<file path="config.mk">
export PLATFORM = sky130hd
export DESIGN_NAME = asu_core
export DESIGN_NICKNAME = d
export VERILOG_FILES = /design/src/asu_pkg.sv /design/src/asu_tx_shift.sv /design/src/asu_rx_vote.sv /design/src/asu_core.sv
export SDC_FILE = /design/constraint.sdc
export NUM_CORES = 1
export LEC_CHECK = 0
export BUFFER_PORTS_ARGS = -buffer_cell sky130_fd_sc_hd__buf_2
export CELL_PAD_IN_SITES_DETAIL_PLACEMENT = 1
export CELL_PAD_IN_SITES_GLOBAL_PLACEMENT = 1
export CORE_MARGIN = 2
export CORE_UTILIZATION = 43
export DETAILED_ROUTE_END_ITERATION = 16
export PLACE_DENSITY_LB_ADDON = 0.1
export SLEW_MARGIN = 20
export SYNTH_ARGS = -nofsm -noshare
export SYNTH_HDL_FRONTEND = slang
export SYNTH_SLANG_ARGS = --single-unit
</file>
<file path="constraint.sdc">
create_clock -name mclk_in -period 3.4 [get_ports mclk_in]
set_clock_uncertainty 0.15 [all_clocks]
set_input_delay 0.51 -clock mclk_in [delete_from_list [all_inputs] [get_ports mclk_in]]
set_output_delay 0.51 -clock mclk_in [all_outputs]
set_load 0.05 [all_outputs]
</file>
<file path="src/asu_pkg.sv">
`default_nettype none
package asu_pkg;
  // ---------------------------------------------------------------
  // register map (byte addresses)
  // ---------------------------------------------------------------
  localparam logic [3:0] ADDR_CTL1 = 4'h0;
  localparam logic [3:0] ADDR_CTL2 = 4'h4;
  localparam logic [3:0] ADDR_STAT = 4'h8;
  localparam logic [3:0] ADDR_DATA = 4'hC;
  // control one
  localparam int C1_WORD9 = 0;
  localparam int C1_TX9   = 1;
  localparam int C1_RX9   = 2;
  // status
  localparam int ST_TX_EMPTY_FLAG = 7;
  localparam int ST_TC   = 6;
  localparam int ST_RX_FULL_FLAG = 5;
  localparam int ST_IDLE = 4;
  localparam int ST_OVR  = 3;
  localparam int ST_NF   = 2;
  localparam int ST_FE   = 1;
  // frame timing, in bit periods and 16x samples
  localparam logic [3:0] LEN_8   = 4'hA;
  localparam logic [3:0] LEN_9   = 4'hB;
  localparam logic [3:0] LEN_ONE = 4'h1;
  localparam logic [4:0] SMP_A   = 5'h08;
  localparam logic [4:0] SMP_B   = 5'h09;
  localparam logic [4:0] SMP_C   = 5'h0A;
  localparam logic [4:0] SMP_END = 5'h10;
  localparam logic [7:0] IDLE_8  = 8'hA0;
  localparam logic [7:0] IDLE_9  = 8'hB0;
  localparam logic [10:0] FRM_ONES = 11'h7FF;
  localparam logic [10:0] FRM_ZERO = 11'h000;
  // control two, as carried around the core
  typedef struct packed {
    logic tx_empty_irq_enable;
    logic tx_complete_irq_enable;
    logic rx_irq_enable;
    logic idle_irq_enable;
    logic te;
    logic re;
    logic rsv;
    logic send_break_ctrl;
  } asu_ctl_type;
  localparam asu_ctl_type CTL_RST = 8'h00;
  typedef enum logic [2:0] {
    RX_HUNT  = 3'b001,
    RX_START = 3'b010,
    RX_DATA  = 3'b100
  } asu_rx_state_type;
endpackage : asu_pkg
`default_nettype wire

</file>
<file path="src/asu_tx_shift.sv">
`default_nettype none
module asu_tx_shift
  import asu_pkg::*;
(
  input  wire logic        mclk_in,
  input  wire logic        sys_rst_in,
  input  wire logic        tick_in,
  input  wire logic        load_in,
  input  wire logic [10:0] frame_in,
  input  wire logic [3:0]  len_in,
  output logic             busy_out,
  output logic             end_out,
  output logic             txd_out
);
  logic [10:0] sh_q;
  logic [3:0]  cnt_q;
  assign end_out = tick_in && busy_out && (cnt_q == 4'h0);
  // load only on a tick: first bit goes out at once, no lost period
  always_ff @(posedge mclk_in) begin
    if (sys_rst_in) begin
      sh_q     <= FRM_ONES;
      cnt_q    <= 4'h0;
      busy_out <= 1'b0;
      txd_out  <= 1'b1;
    end else if (tick_in && load_in) begin
      txd_out  <= frame_in[0];
      sh_q     <= {1'b1, frame_in[10:1]};
      cnt_q    <= len_in - LEN_ONE;
      busy_out <= 1'b1;
    end else if (tick_in && busy_out && cnt_q != 4'h0) begin
      txd_out <= sh_q[0];
      sh_q    <= {1'b1, sh_q[10:1]};
      cnt_q   <= cnt_q - LEN_ONE;
    end else if (!busy_out || end_out) begin
      busy_out <= 1'b0;
      txd_out  <= 1'b1;
    end
  end
endmodule : asu_tx_shift
`default_nettype wire

</file>
<file path="src/asu_rx_vote.sv">
`default_nettype none
module asu_rx_vote
  import asu_pkg::*;
(
  input  wire logic       mclk_in,
  input  wire logic       sys_rst_in,
  input  wire logic       tick_in,
  input  wire logic [4:0] smp_in,
  input  wire logic       rxd_in,
  output logic            bit_out,
  output logic            noise_out
);
  logic s8_q;
  logic s9_q;
  always_ff @(posedge mclk_in) begin
    if (sys_rst_in) begin
      s8_q      <= 1'b1;
      s9_q      <= 1'b1;
      bit_out   <= 1'b1;
      noise_out <= 1'b0;
    end else if (tick_in) begin
      if (smp_in == SMP_A) s8_q <= rxd_in;
      if (smp_in == SMP_B) s9_q <= rxd_in;
      if (smp_in == SMP_C) begin
        bit_out   <= (s8_q & s9_q) | (s8_q & rxd_in) | (s9_q & rxd_in);
        noise_out <= !((s8_q == s9_q) && (s9_q == rxd_in));
      end
    end
  end
endmodule : asu_rx_vote
`default_nettype wire

</file>
<file path="src/asu_core.sv">
// Design decisions made here: the Avalon-MM slave port and the register addresses.
`default_nettype none
module asu_core
  import asu_pkg::*;
(
  input  wire logic        mclk_in,
  input  wire logic        sys_rst_in,
  input  wire logic [3:0]  avs_address_in,
  input  wire logic        avs_read_in,
  input  wire logic        avs_write_in,
  input  wire logic [31:0] avs_writedata_in,
  input  wire logic [3:0]  avs_byteenable_in,
  output logic [31:0]      avs_readdata_out,
  output logic             avs_waitrequest_out,
  input  wire logic        tx_tick_in,
  input  wire logic        rx_tick_in,
  input  wire logic        serial_rx_line_in,
  input  wire logic        cpu_irq_mask_in,
  output logic             serial_tx_line_out,
  output logic             irq_out
);
  // ---------------------------------------------------------------
  // register bus
  // ---------------------------------------------------------------
  asu_ctl_type ctl_q;
  logic        word9_q;
  logic        tx_ninth_bit_q;
  logic        rx_ninth_bit_q;
  logic [7:0]  tx_buf_q;
  logic [7:0]  rx_buf_q;
  logic        tx_empty_flag_q, tc_q, rx_full_flag_q, idle_q, ovr_q, nf_q, fe_q;
  logic        seen_q;
  logic        acc;
  logic        wr_acc;
  logic        rd_acc;
  logic        lane0;
  logic [7:0]  status;
  logic [7:0]  rdval;

  function automatic logic hit(input logic [3:0] a, input logic [3:0] r);
    hit = (a == r);
  endfunction : hit

  // one wait state: request sampled, answer stands next cycle
  assign acc    = (avs_read_in || avs_write_in) && !avs_waitrequest_out;
  assign wr_acc = acc && avs_write_in;
  assign rd_acc = acc && avs_read_in;
  assign lane0  = avs_byteenable_in[0];
  assign status = {tx_empty_flag_q, tc_q, rx_full_flag_q, idle_q, ovr_q, nf_q, fe_q, 1'b0};

  always_comb begin
    rdval = 8'h00;
    if (hit(avs_address_in, ADDR_CTL1))
      rdval = {5'h00, rx_ninth_bit_q, tx_ninth_bit_q, word9_q};
    else if (hit(avs_address_in, ADDR_CTL2))
      rdval = ctl_q;
    else if (hit(avs_address_in, ADDR_STAT))
      rdval = status;
    else if (hit(avs_address_in, ADDR_DATA))
      rdval = rx_buf_q;
  end

  always_ff @(posedge mclk_in) begin
    if (sys_rst_in) begin
      avs_waitrequest_out <= 1'b1;
      avs_readdata_out    <= 32'h0000_0000;
    end else if (acc) begin
      avs_waitrequest_out <= 1'b1;
    end else if (avs_read_in || avs_write_in) begin
      avs_waitrequest_out <= 1'b0;
      avs_readdata_out    <= {24'h00_0000, rdval};
    end
  end

  always_ff @(posedge mclk_in) begin
    if (sys_rst_in) begin
      ctl_q          <= CTL_RST;
      word9_q        <= 1'b0;
      tx_ninth_bit_q <= 1'b0;
    end else if (wr_acc && lane0) begin
      if (hit(avs_address_in, ADDR_CTL2))
        ctl_q <= avs_writedata_in[7:0];
      if (hit(avs_address_in, ADDR_CTL1)) begin
        word9_q        <= avs_writedata_in[C1_WORD9];
        tx_ninth_bit_q <= avs_writedata_in[C1_TX9];
      end
    end
  end

  // status read arms the clear; any data access consumes it
  always_ff @(posedge mclk_in) begin
    if (sys_rst_in)
      seen_q <= 1'b0;
    else if (rd_acc && hit(avs_address_in, ADDR_STAT))
      seen_q <= 1'b1;
    else if (acc && hit(avs_address_in, ADDR_DATA))
      seen_q <= 1'b0;
  end

  logic dwr_clr;
  logic drd_clr;
  assign dwr_clr = wr_acc && hit(avs_address_in, ADDR_DATA) && seen_q;
  assign drd_clr = rd_acc && hit(avs_address_in, ADDR_DATA) && seen_q;

  // ---------------------------------------------------------------
  // transmitter
  // ---------------------------------------------------------------
  logic        tx_busy, tx_end, tx_free, tx_load, txd;
  logic        buf_full_q, pend_idle_q, brk_tail_q, te_prev_q;
  logic        kind_dat_q, kind_brk_q;
  logic        dwr;
  logic        direct;
  logic [10:0] frame;
  logic [3:0]  flen;
  logic [3:0]  len;

  assign dwr     = wr_acc && lane0 && hit(avs_address_in, ADDR_DATA);
  assign direct  = !tx_busy && !buf_full_q && ctl_q.te;
  assign len     = word9_q ? LEN_9 : LEN_8;
  assign tx_free = tx_tick_in && (!tx_busy || tx_end);
  assign tx_load = tx_free && ctl_q.te && (pend_idle_q || ctl_q.send_break_ctrl
                   || brk_tail_q || buf_full_q);

  always_comb begin
    frame = FRM_ONES;
    flen  = len;
    if (pend_idle_q) begin
      frame = FRM_ONES;
    end else if (ctl_q.send_break_ctrl) begin
      frame = FRM_ZERO;
    end else if (brk_tail_q) begin
      frame = FRM_ONES;
      flen  = LEN_ONE;
    end else if (word9_q) begin
      frame = {1'b1, tx_ninth_bit_q, tx_buf_q, 1'b0};
    end else begin
      frame = {2'b11, tx_buf_q, 1'b0};
    end
  end

  always_ff @(posedge mclk_in) begin
    if (sys_rst_in) begin
      te_prev_q   <= 1'b0;
      pend_idle_q <= 1'b0;
      brk_tail_q  <= 1'b0;
      kind_dat_q  <= 1'b0;
      kind_brk_q  <= 1'b0;
    end else begin
      te_prev_q <= ctl_q.te;
      if (ctl_q.te && !te_prev_q)
        pend_idle_q <= 1'b1;
      else if (tx_load && pend_idle_q)
        pend_idle_q <= 1'b0;
      if (tx_load) begin
        kind_brk_q <= !pend_idle_q && ctl_q.send_break_ctrl;
        kind_dat_q <= !pend_idle_q && !ctl_q.send_break_ctrl && !brk_tail_q;
        brk_tail_q <= !pend_idle_q && ctl_q.send_break_ctrl;
      end else if (tx_end) begin
        kind_brk_q <= 1'b0;
        kind_dat_q <= 1'b0;
      end
    end
  end

  logic ld_data;
  assign ld_data = tx_load && !pend_idle_q && !ctl_q.send_break_ctrl && !brk_tail_q;

  // set wins over the clear sequence in the same cycle
  always_ff @(posedge mclk_in) begin
    if (sys_rst_in) begin
      buf_full_q <= 1'b0;
      tx_buf_q   <= 8'h00;
      tx_empty_flag_q     <= 1'b1;
      tc_q       <= 1'b1;
    end else begin
      if (ctl_q.te && !te_prev_q || !ctl_q.te && te_prev_q) begin
        buf_full_q <= 1'b0;
        tx_empty_flag_q     <= 1'b1;
      end else begin
        // a write in the load cycle must not be lost: it refills
        if (dwr) begin
          tx_buf_q   <= avs_writedata_in[7:0];
          buf_full_q <= 1'b1;
          if (seen_q && !direct)
            tx_empty_flag_q <= 1'b0;
        end
        if (ld_data && !dwr)
          buf_full_q <= 1'b0;
        if (ld_data)
          tx_empty_flag_q <= 1'b1;
      end
      if (tx_end && (kind_dat_q || kind_brk_q) && !ld_data)
        tc_q <= 1'b1;
      else if (dwr_clr)
        tc_q <= 1'b0;
    end
  end

  asu_tx_shift u_tx (
    .mclk_in    (mclk_in),
    .sys_rst_in (sys_rst_in),
    .tick_in    (tx_tick_in),
    .load_in    (tx_load),
    .frame_in   (frame),
    .len_in     (flen),
    .busy_out   (tx_busy),
    .end_out    (tx_end),
    .txd_out    (txd)
  );
  assign serial_tx_line_out = txd;

  // ---------------------------------------------------------------
  // receiver
  // ---------------------------------------------------------------
  asu_rx_state_type rx_st_q;
  logic       rxd_q, rxd_prev_q, vbit, vnoise;
  logic [4:0] smp_q;
  logic [3:0] bits_q;
  logic [8:0] rsh_q;
  logic       nacc_q, hid_nf_q, idle_arm_q;
  logic [7:0] icnt_q;
  logic       smp_end, chr_done, stop_bad, false_start, idle_hit;

  assign smp_end     = rx_tick_in && smp_q == SMP_END;
  assign false_start = rx_st_q == RX_START && smp_end && vbit;
  assign chr_done    = rx_st_q == RX_DATA && smp_end && bits_q == 4'h0;
  assign stop_bad    = !vbit;
  assign idle_hit    = idle_arm_q && rx_st_q == RX_HUNT
                       && icnt_q == (word9_q ? IDLE_9 : IDLE_8);

  always_ff @(posedge mclk_in) begin
    if (sys_rst_in) begin
      rxd_q      <= 1'b1;
      rxd_prev_q <= 1'b1;
    end else if (rx_tick_in) begin
      rxd_q      <= serial_rx_line_in;
      rxd_prev_q <= rxd_q;
    end
  end

  asu_rx_vote u_vote (
    .mclk_in    (mclk_in),
    .sys_rst_in (sys_rst_in),
    .tick_in    (rx_tick_in),
    .smp_in     (smp_q),
    .rxd_in     (rxd_q),
    .bit_out    (vbit),
    .noise_out  (vnoise)
  );

  always_ff @(posedge mclk_in) begin
    if (sys_rst_in || !ctl_q.re) begin
      rx_st_q <= RX_HUNT;
      smp_q   <= 5'h00;
      bits_q  <= 4'h0;
      rsh_q   <= 9'h000;
      nacc_q  <= 1'b0;
    end else if (rx_tick_in) begin
      unique case (rx_st_q)
        RX_HUNT: begin
          if (rxd_prev_q && !rxd_q) begin
            rx_st_q <= RX_START;
            smp_q   <= 5'h02;
            nacc_q  <= 1'b0;
          end
        end
        RX_START: begin
          smp_q <= smp_end ? 5'h01 : smp_q + 5'h01;
          if (false_start)
            rx_st_q <= RX_HUNT;
          else if (smp_end) begin
            rx_st_q <= RX_DATA;
            bits_q  <= len - LEN_ONE - LEN_ONE;
            nacc_q  <= vnoise;
          end
        end
        RX_DATA: begin
          smp_q <= smp_end ? 5'h01 : smp_q + 5'h01;
          if (smp_end) begin
            nacc_q <= nacc_q | vnoise;
            if (bits_q == 4'h0)
              rx_st_q <= RX_HUNT;
            else begin
              bits_q <= bits_q - 4'h1;
              rsh_q  <= word9_q ? {vbit, rsh_q[8:1]}
                                : {1'b0, vbit, rsh_q[7:1]};
            end
          end
        end
      endcase
    end
  end

  // idle: a frame of ones counted after enable or a character
  always_ff @(posedge mclk_in) begin
    if (sys_rst_in || !ctl_q.re) begin
      icnt_q     <= 8'h00;
      idle_arm_q <= 1'b1;
    end else begin
      if (chr_done)
        idle_arm_q <= 1'b1;
      else if (idle_hit)
        idle_arm_q <= 1'b0;
      if (rx_st_q != RX_HUNT || !rxd_q || idle_hit)
        icnt_q <= 8'h00;
      else if (rx_tick_in)
        icnt_q <= icnt_q + 8'h01;
    end
  end

  always_ff @(posedge mclk_in) begin
    if (sys_rst_in) begin
      rx_full_flag_q <= 1'b0;
      ovr_q  <= 1'b0;
      nf_q   <= 1'b0;
      fe_q   <= 1'b0;
      idle_q <= 1'b0;
      hid_nf_q       <= 1'b0;
      rx_buf_q       <= 8'h00;
      rx_ninth_bit_q <= 1'b0;
    end else begin
      if (false_start)
        hid_nf_q <= 1'b1;
      if (chr_done && rx_full_flag_q) begin
        ovr_q <= 1'b1;
      end else if (chr_done) begin
        rx_full_flag_q         <= 1'b1;
        rx_buf_q       <= rsh_q[7:0];
        rx_ninth_bit_q <= rsh_q[8];
        nf_q           <= nacc_q | hid_nf_q;
        fe_q           <= stop_bad;
        hid_nf_q       <= 1'b0;
      end else if (drd_clr) begin
        rx_full_flag_q <= 1'b0;
        ovr_q  <= 1'b0;
        nf_q   <= 1'b0;
        fe_q   <= 1'b0;
      end
      if (idle_hit)
        idle_q <= 1'b1;
      else if (drd_clr)
        idle_q <= 1'b0;
    end
  end

  // ---------------------------------------------------------------
  // interrupt request
  // ---------------------------------------------------------------
  always_ff @(posedge mclk_in) begin
    if (sys_rst_in)
      irq_out <= 1'b0;
    else
      irq_out <= !cpu_irq_mask_in && ((ctl_q.tx_empty_irq_enable && tx_empty_flag_q)
                 || (ctl_q.tx_complete_irq_enable && tc_q)
                 || (ctl_q.rx_irq_enable && (rx_full_flag_q || ovr_q))
                 || (ctl_q.idle_irq_enable && idle_q));
  end
endmodule : asu_core
`default_nettype wire

</file>
Word-level counts from Yosys, hierarchy flattened
Index checks and enable logic that the tools add are counted.
{ "classes": {"div": 0, "n_shift": 0, "add_sub_neg": 7, "mul": 0, "n_lt_le_gt_ge": 0, "bitwise_logic": 11, "eq_ne": 23, "n_reduce_logical": 116, "muxes": 60} }
{ "ops": {"columns": ["cell", "count"], "rows": [
  ["logical AND 1 bit", 48],
  ["two-way mux 10 bit", 4],
  ["two-way mux 4 bit", 9],
  ["two-way mux 8 bit", 4],
  ["two-way mux 1 bit", 28],
  ["AND reduction 2 bit", 13],
  ["two-way mux 11 bit", 2],
  ["subtractor 4 x 1 -> 4 bit, second input constant", 5],
  ["nonzero test 2 bit", 9],
  ["logical NOT 1 bit", 16],
  ["== test 5 x 4 -> 1 bit, second input constant", 3],
  ["two-way mux 3 bit", 5],
  ["two-way mux 5 bit", 3],
  ["logical OR 1 bit", 14],
  ["logical NOT 4 bit", 3],
  ["case mux 5 bit (2 select lines)", 1],
  ["AND reduction 5 bit", 2],
  ["OR reduction 2 bit", 5],
  ["two-way mux 9 bit", 1],
  ["case mux 3 bit (3 select lines)", 1],
  ["adder 8 x 1 -> 8 bit, second input constant", 1],
  ["== test 4 bit, second input constant", 2],
  ["== test 8 bit", 1],
  ["!= test 2 x 1 -> 1 bit, second input constant", 4],
  ["other kinds (20)", 33]
]} }
{ "word_totals": {"memories": 0, "ramBits": 0, "latch_bits": 0, "romBits": 0, "ff_bits": 105, "in_bits": 48} }

Depth between registers and ports, before layout
Gate-level depths: netlist (run 1).
{ "logic_depth": {"word_depth": 12, "mapped_depth": 7, "ltp_nobuf": 7} }

Modules after synthesis
From an unflattened synthesis (run 1), not the netlist that was laid out.
{ "hier_totals": {"cells_unflattened": 568, "area_unflattened_um2": 5163.7} }
{ "by_module_without_submodules": {"columns": ["mod", "n_inst", "cells_per_inst", "seq_area_each_um2", "area_per_inst_um2"], "rows": [
  ["asu_core", 1, 468, 1701.6, 4149.0],
  ["asu_tx_shift", 1, 78, 320.3, 793.3],
  ["asu_rx_vote", 1, 22, 80.1, 221.5]
]} }

Worst setup path after synthesis (run 1)
Ideal clock, no wire load.
{ "synth_timing": {"path_type": "register to register", "startpoint": "reg u_tx.cnt_q[2]", "endpoint": "reg u_tx.cnt_q[2]", "stages_incl_launch_ff": 8, "slack_ps": 1037, "synth_period_minus_slack_ps": 2363, "t_arrival_ps": 2087, "setup_time_ps": 126, "path_buffers": 1, "required_ps": 3124, "path_cell_list": "dfxtp_1 or4_4 a211oi_4 clkbuf_2 o21ai_0 ha_1 nor4_1 nor4_1"} }
{ "synth_via": {"elab_chain_cells": 8, "word_cells_on_any_way": 13, "cone_classes": "add/sub (1); mux (2); reduce/logical (10)"} }
{ "synth_lines": {"columns": ["element", "line", "text"], "rows": [
  ["start: declaration", "asu_tx_shift.sv:16", "logic [3:0] cnt_q;"],
  ["start signal: assignment", "asu_tx_shift.sv:28", "cnt_q <= len_in - LEN_ONE;"],
  ["start signal: assignment", "asu_tx_shift.sv:33", "cnt_q <= cnt_q - LEN_ONE;"],
  ["parallel branches: the longest is 8 deep, another holds subtractor 4 x 1 -> 4 bit", null, null]
]} }
Parallel ways; which one is timed is not known. The select of a mux whose other input is x is not followed.
A chain may end at the register's enable or synchronous reset.

Worst setup path in the final report (run 1)
{ "layout_timing": {"startpoint": "reg bits_q[0]", "endpoint": "reg ovr_q"} }
{ "layout_via": {"elab_chain_cells": 5, "word_cells_on_any_way": 7, "cone_classes": "eq/ne (1); mux (1); reduce/logical (5)"} }
{ "layout_lines": {"columns": ["element", "line", "text"], "rows": [
  ["start: declaration", "asu_core.sv:218", "logic [3:0] bits_q;"],
  ["start signal: assignment", "asu_core.sv:273", "bits_q <= len - LEN_ONE - LEN_ONE;"],
  ["start signal: assignment", "asu_core.sv:284", "bits_q <= bits_q - 4'h1;"],
  ["logical NOT 4 bit *", "asu_core.sv:226", "assign chr_done = rx_st_q == RX_DATA && smp_end && bits_q == 4'h0;"],
  ["logical AND 1 bit *", "asu_core.sv:226", null],
  ["logical AND 1 bit", "asu_core.sv:324", "if (chr_done && rx_full_flag_q) begin"],
  ["!= test 2 x 1 -> 1 bit (no source line) / nonzero test 2 bit (equally long branches)", null, null],
  ["AND reduction 2 bit (no source line)", null, null],
  ["end signal: assignment", "asu_core.sv:314", "ovr_q <= 1'b0;"],
  ["end signal: assignment", "asu_core.sv:325", "ovr_q <= 1'b1;"],
  ["end signal: assignment", "asu_core.sv:335", "ovr_q <= 1'b0;"],
  ["end: declaration", "asu_core.sv:31", "logic tx_empty_flag_q, tc_q, rx_full_flag_q, idle_q, ovr_q, nf_q, fe_q;"]
]} }
Every way passes the cells marked *; elsewhere a longest branch is shown, timed or not.

==> reports/qor.yml, run 1 <==
status:
  outcome: "finished, final reports clean"
setup_path:
  criticalPathCategory: "flop to flop"
  path_buf_inv: 1
  cp.arrival_ns: 2.49
  regToRegSetupSlack_ns: 1.03
  crit_path_max_incr_delay_ns: 0.64
  cp_cell_sequence: "inv_1 > ha_1 > or3b_2 > nor4_2 > o21ai_0 > a21oi_1"
  slowest_stage: "or3b_2"
  cp.required_ns: 3.52
  cp_max_fo: 14
  start_kind: "flop"
  worstSetupEndpointType: "flop"
  cp_top_family: "simple AND/OR/NAND/NOR gates"
pwr:
  ir_worst_vdd_uv: 257
  power.leakage_nw: 2.05
  power_density_nw_per_um2: 423
  total_power_mw: 2.37
finish:
  fin_cells: 748
  final_nets: 655
  antenna_cells: 0
  fillers: 1437
  area_growth_pct: 7.53
  drive_gt1_share_pct: 12.8
synth:
  netlist_area_sq_um: 5200
  synth-edff-count: 0
  synth.distinct_cells: 75
  synth_seq_area_share_pct: 40.4
  postSynthAreaPerCell_sq_um: 8.91
  netlist_instances: 584
  synth_async_sr_flop_share_pct: 0
  dominantRegCellSynth: "dfxtp_1"
  yosys_warnings: 0
  ys_seq_elements: 105
sta:
  finalHoldViolations: 0
  maxSlewViolCount: 0
  rsz0062_at_grt: "false"
  worstMarginPinSlew_ns: 0.972
  period_minus_slack_ns: 2.37
  min_period_over_period_pct: 69.7
  relSlewSlack_pct: 34.7
  fmax_mhz: 422
  setup_viol: 0
  finalSetupTns_ns: 0
global_route:
  track_usage_pct: 20.5
  overflow: 0
  grt_pass1_vias: 4144
  grt_pass1_wl_microns: 21200
  grt_max_degree: 40
  antenna_found_initial: 0
clock_tree:
  cts_max_level: 3
  cts_buffers: 9
  cts_tree: "yes"
  cts_resized: 0
  clock_sinks: 105
  postCtsSetupRepairBufs: 0
  clkLatencyLatePin_ns: 0.35
  clockRootBuffer: "clkbuf_16"
  clkSlewWorstSetupHoldPaths_ns: 0.07
  hold_buffers: 0
  clockBufferDepth: 2
detailed_routing:
  antenna_left: 0
  finalWirelength_microns: 12800
  post_drt_wl_per_cell_microns: 17.1
  drtIter0Drc: 168
  remaining_drc_errors: 0
  vias_per_cell: 5.58
  firstDrtPassIters: 4
  vias: 4171
placement:
  port_buffers: 31
  dp_cells: 732
  place.gp.congestion: 0.793
  place_hpwl_microns: 9060
worst_hold_path:
  hold_path.class: "input port to flop"
floorplan:
  core_sq_um: 11900
  num_rows: 40
  die_w_microns: 114
  io_pins: 83
  start_util_pct: 43.7
  die_area_sq_um: 13000
  die_h_microns: 114
job:
  maxCapViolCount: 0
per-layer routing:
metal | vias up | GRT usage (%) | routed length, microns | share of wire [%]
li1 | 2077 | - | - | -
met1 | 2042 | 26.4 | 5940 | 47
met2 | 45 | 35.4 | 6390 | 50
met3 | 7 | 4.99 | 372 | 2.9
met4 | 0 | 3.82 | 65 | 0.51
met5 | - | 0 | 0 | 0
Yosys cell counts, drive strengths merged, types with 7 or more instances:
cell | instances | area [sq um]
nor2 | 78 | 295
mux2i | 34 | 340
nand4 | 7 | 43.8
o211ai | 7 | 52.6
dfxtp | 105 | 2100
clkbuf | 24 | 92.6
buf | 34 | 255
o21ai | 34 | 170
nand3 | 18 | 90.1
xor2 | 10 | 87.6
nor3b | 7 | 57.6
nand2 | 38 | 145
ha | 11 | 138
nor3 | 15 | 91.3
a22oi | 10 | 75.1
a221oi | 9 | 78.8
inv | 11 | 41.3
a21oi | 29 | 145
a31oi | 7 | 43.8
worst reg2reg max path: cells and delay by family (launching register included):
kind	cells	cell delay [ns]
simple gates	2	1.20
flops	1	0.33
compound gates	2	0.32
fa+ha+maj	1	0.22
buf+inv	1	0.09
power breakdown:
part / switching (mW) / total [mW] / internal [mW]
combinational: 0.119 / 0.145 / 0.0259
clock: 0.447 / 0.984 / 0.537
sequential: 0.00517 / 1.24 / 1.23
stage by stage:
stage	util [%]	setup WS [ns]	hold WS [ns]	instance area [sq um]
3_5_place_dp	44.6	0.998	0.327	5320
4_1_cts	47.0	0.983	0.154	5590
5_1_grt	47.0	0.808	0.164	5590
3_3_place_gp	44.6	1.05	0.297	5320
2_1_floorplan	-	1.04	0.279	5290
6_report	47.0	1.03	0.164	5590
path summary, 6_finish.rpt:
kind / endpoint / cells after the start / startpoint
setup reg to reg: ovr_q / 6 / bits_q[0]
hold / removal: irq_out / 2 / cpu_irq_mask_in
setup / recovery: ovr_q / 6 / bits_q[0]
hold reg to reg: u_tx.txd_out / 2 / u_tx.txd_out
cells by family (layout without fill, tap and decap cells):
family | Yosys count | count (layout) | share of synthesized area (%)
muxes | 41 | 41 | 8.49
other | 1 | 24 | 0.0721
adders and majority gates | 11 | 11 | 2.65
and+or+nand+nor | 214 | 214 | 22.0
AOI/OAI and AO/OA | 130 | 130 | 16.7
buffers and inverters | 69 | 63 | 7.48
xor gates and xnor gates | 13 | 13 | 2.19
DFF | 105 | 105 | 40.4
final cells by class:
| class | instances | area (sq um) | area share (%) |
|---|---|---|---|
| sequential | 105 | 2100 | 37.6 |
| clock buffer | 14 | 264 | 4.72 |
| tap | 147 | 184 | 3.29 |
| multi-input combinational | 433 | 2800 | 50.0 |
| inverter | 11 | 41.3 | 0.738 |
| timing repair buffer | 36 | 193 | 3.45 |
| clock inverter | 2 | 12.5 | 0.224 |
placed cells by master (no fill, tap or decap), types with 6 or more instances in the layout:
cell         n
xor2_1      10
nand2_1     37
nand4_1      7
nor3_1      13
buf_2       31
a221oi_1     9
nor3b_1      6
dfxtp_1    105
mux2i_1     34
conb_1      24
a22oi_1     10
ha_1        11
o21ai_0     32
nand3_1     18
a31oi_1      7
a22o_1       6
nor2_1      77
a21oi_1     29
nand2b_1     6
o211ai_1     7
clkbuf_16    9
inv_1       11
registers in the layout (all words and copies together), names as in the netlist, 3 cells and up:
register / count
u_tx.cnt_q: 4
avs_readdata_out: 8
rsh_q: 9
tx_buf_q: 8
ctl_q: 8
bits_q: 4
smp_q: 5
icnt_q: 8
rx_st_q: 3
rx_buf_q: 8
u_tx.sh_q: 10
(Power assumes the default switching activity.)
==> inputs of run 2 (changes only) <==
--- a/config.mk
+++ b/config.mk
@@ -9,7 +9,7 @@
 export CELL_PAD_IN_SITES_DETAIL_PLACEMENT = 1
 export CELL_PAD_IN_SITES_GLOBAL_PLACEMENT = 1
 export CORE_MARGIN = 2
-export CORE_UTILIZATION = 43
+export CORE_UTILIZATION = 39
 export DETAILED_ROUTE_END_ITERATION = 16
 export PLACE_DENSITY_LB_ADDON = 0.1
 export SLEW_MARGIN = 20
==> constraint.sdc (replaced) <==
create_clock -name mclk_in -period 2.1 [get_ports mclk_in]
set_clock_uncertainty 0.15 [all_clocks]
set_input_delay 0.315 -clock mclk_in [delete_from_list [all_inputs] [get_ports mclk_in]]
set_output_delay 0.315 -clock mclk_in [all_outputs]
set_load 0.05 [all_outputs]
==> reports/qor.yml, run 2 (synthesis results as in run 1) <==
global_route:
  grt_max_degree: 44  # +10%
  met1_usage_pct: 24.4  # -1.9 points
  track_usage_pct: 19.8  # -0.73 points
  met3_usage_pct: 3.88  # -1.1 points
  grt_pass1_vias: 4515  # +9.0%
  grt_pass1_wl_microns: 22700  # +7.3%
  antenna_found_initial: 0  # unchanged
  overflow: 0  # unchanged
  grt_most_used_layer: "met2"
  met2_usage_pct: 35.8  # +0.46 points
floorplan:
  die_area_sq_um: 14300  # +9.9%
  io_pins: 83  # unchanged
  die_w_microns: 119  # +4.8%
  die_h_microns: 119  # +4.8%
  num_rows: 42  # +5.0%
  core_sq_um: 13100  # +10%
  start_util_pct: 39.6  # -4.1 points
sta:
  finalSetupTns_ns: -0.0203  # -0.0203 ns
  period_minus_slack_ns: 2.12  # -0.250 ns
  layout_setup_ws_ns: -0.0203  # -1.05 ns
  worstMarginPinSlew_ns: 0.882  # -0.0900 ns
  fmax_mhz: 472  # +12%
  setup_viol: 1  # +1
  maxSlewViolCount: 0  # unchanged
  finalHoldViolations: 0  # unchanged
  rsz0062_at_grt: "true"
  relSlewSlack_pct: 40.7  # +6.0 points
  min_period_over_period_pct: 101  # +31 points
setup_path:
  start_kind: "flop"
  worstSetupEndpointType: "flop"
  criticalPathCategory: "flop to flop"
  cp.arrival_ns: 2.24  # -0.25 ns
  cp_cell_sequence: "or4_4 > a211oi_4 > o21ai_1 > ha_2 > and3_4 > nor4_4"
  crit_path_max_incr_delay_ns: 0.56  # -0.08 ns
  cp.required_ns: 2.22  # -1.30 ns
  cp_max_fo: 5  # -9
  slowest_stage: "or4_4"
clock_tree:
  clock_sinks: 105  # unchanged
  postCtsSetupRepairBufs: 0  # unchanged
  clkSlewWorstSetupHoldPaths_ns: 0.08  # about the same
  clockRootBuffer: "clkbuf_16"
  cts_tree: "yes"
  clkLatencyLatePin_ns: 0.35  # about the same
  cts_buffers: 9  # unchanged
  cts_max_level: 3  # unchanged
  clockBufferDepth: 2  # unchanged
detailed_routing:
  drtIter0Drc: 230  # +37%
  post_drt_wl_per_cell_microns: 16.7  # -2.1%
  firstDrtPassIters: 4  # unchanged
  antenna_left: 0  # unchanged
  vias_per_cell: 5.32  # -4.6%
  finalWirelength_microns: 13800  # +7.7%
  vias: 4378  # +5.0%
  remaining_drc_errors: 0  # unchanged
finish:
  final_common_cell: "dfxtp_1"
  fin_cells: 823  # +10%
  regMostFlops: "u_tx.sh_q"
  antenna_cells: 0  # unchanged
  top_regs: "u_tx.sh_q (10), rsh_q (9)"
  layout_common_cells: "103 x dfxtp_1, 77 x nor2_1, 50 x buf_4, 37 x nand2_1, 33 x mux2i_1"
  fillers: 1565  # +8.9%
  area_growth_pct: 17.5
  final_nets: 702  # +7.2%
  drive_gt1_share_pct: 21.2  # +8.4 points
  largest_reg_flops: 10  # unchanged
job:
  maxCapViolCount: 0  # unchanged
worst_hold_path:
  hold_path.class: "input port to flop"
placement:
  place.gp.congestion: 0.789  # -0.58%
  dp_cells: 806  # +10%
  port_buffers: 31  # unchanged
  place_hpwl_microns: 10200  # +12%
pwr:
  power_density_nw_per_um2: 667  # +58%
  power.leakage_nw: 2.31  # +13%
  power_frac_seq_pct: 49.2  # -3.1 points
  p_comb_share_pct: 6.2  # about the same
  p_int_mw: 3.10  # +72%
  power_switching_share_pct: 24.0  # -0.13 points
  switching_power_mw: 0.977  # +71%
  clkPwrFrac_pct: 44.6  # +3.0 points
  ir_worst_vdd_uv: 484  # +89%
status:
  violations: "negative setup slack"
  outcome: "finished, violations left"
## run 2: changes by cell type in the layout (fill, tap and decap cells not counted), moves of 2 or more
cell	change
nor4_4	+2
dfxtp_2	+2
bufinv_16	+2
dfxtp_1	-2
buf_4	+45
clkbuf_8	-2
ha_4	+2
ha_1	-3
nor4_1	-2
inv_6	+2
clkbuf_1	-3
o21ai_0	-2
## run 2: critical path: cells and delay by family (launching register included)
kind,cells,cell delay [ns]
AND/OR/NAND/NOR,3,0.94
flip-flops,1,0.32
AO/OA/AOI/OAI,2,0.44
adder cells (fa/ha/maj),1,0.20
## run 2: power by group through the flow
stage                     Clock (mW)  Combinational [mW]  Sequential [mW]
after floorplan                    0               0.208             2.06
after global placement             0               0.246             2.05
after detailed placement           0               0.250             2.05
after CTS                       1.87               0.251             2.00
after global routing            1.94               0.267             2.00
final                           1.82               0.251             2.00
## run 2: final timing paths
check	startpoint	to	slack [ns]	cells past startpoint
worst max-delay path	u_tx.cnt_q[0]	u_tx.cnt_q[2]	-0.02	6
worst min-delay path	serial_rx_line_in	rxd_q	0.04	3
worst max register to register	u_tx.cnt_q[0]	u_tx.cnt_q[2]	-0.02	6
worst min register to register	idle_arm_q	idle_arm_q	0.33	2
## run 2: through the flow
| step | power (mW) | instance area [sq um] | hold slack [ns] | utilization (%) | setup WS [ns] |
|---|---|---|---|---|---|
| 2_1_floorplan | 2.27 | 5300 | 0.238 | - | -0.180 |
| 3_3_place_gp | 2.30 | 5700 | 0.298 | 43.4 | -0.0149 |
| 3_5_place_dp | 2.30 | 5700 | 0.320 | 43.4 | -0.0724 |
| 4_1_cts | 4.13 | 6040 | 0.0302 | 46.0 | -0.0429 |
| 5_1_grt | 4.21 | 6110 | 0.0441 | 46.5 | -0.117 |
| 6_report | 4.07 | 6110 | 0.0377 | 46.5 | -0.0203 |
## run 2: layout make-up
cell class	count	area, sq um	share of cell area [%]
Multi-Input combinational cell	433	2880	47.1
Sequential cell	105	2100	34.4
Timing Repair Buffer	83	552	9.03
Clock buffer	9	225	3.69
Tap cell	176	220	3.60
Clock inverter	6	90.1	1.47
Inverter	11	41.3	0.676
## run 2: layer usage
metal | up-vias | routed length (microns)
met5 | - | 0
met4 | 0 | 101
met3 | 5 | 332
met2 | 36 | 7140
met1 | 2167 | 6180
li1 | 2170 | -
## run 2: what timing repair did
item                                    CTS  global route
pin swaps                                 6             6
gates resized for setup                   5            16
endpoints found under the setup margin    1            21
hold endpoints to repair                  1             0
hold buffers                              1             0
cloned                                    0             1
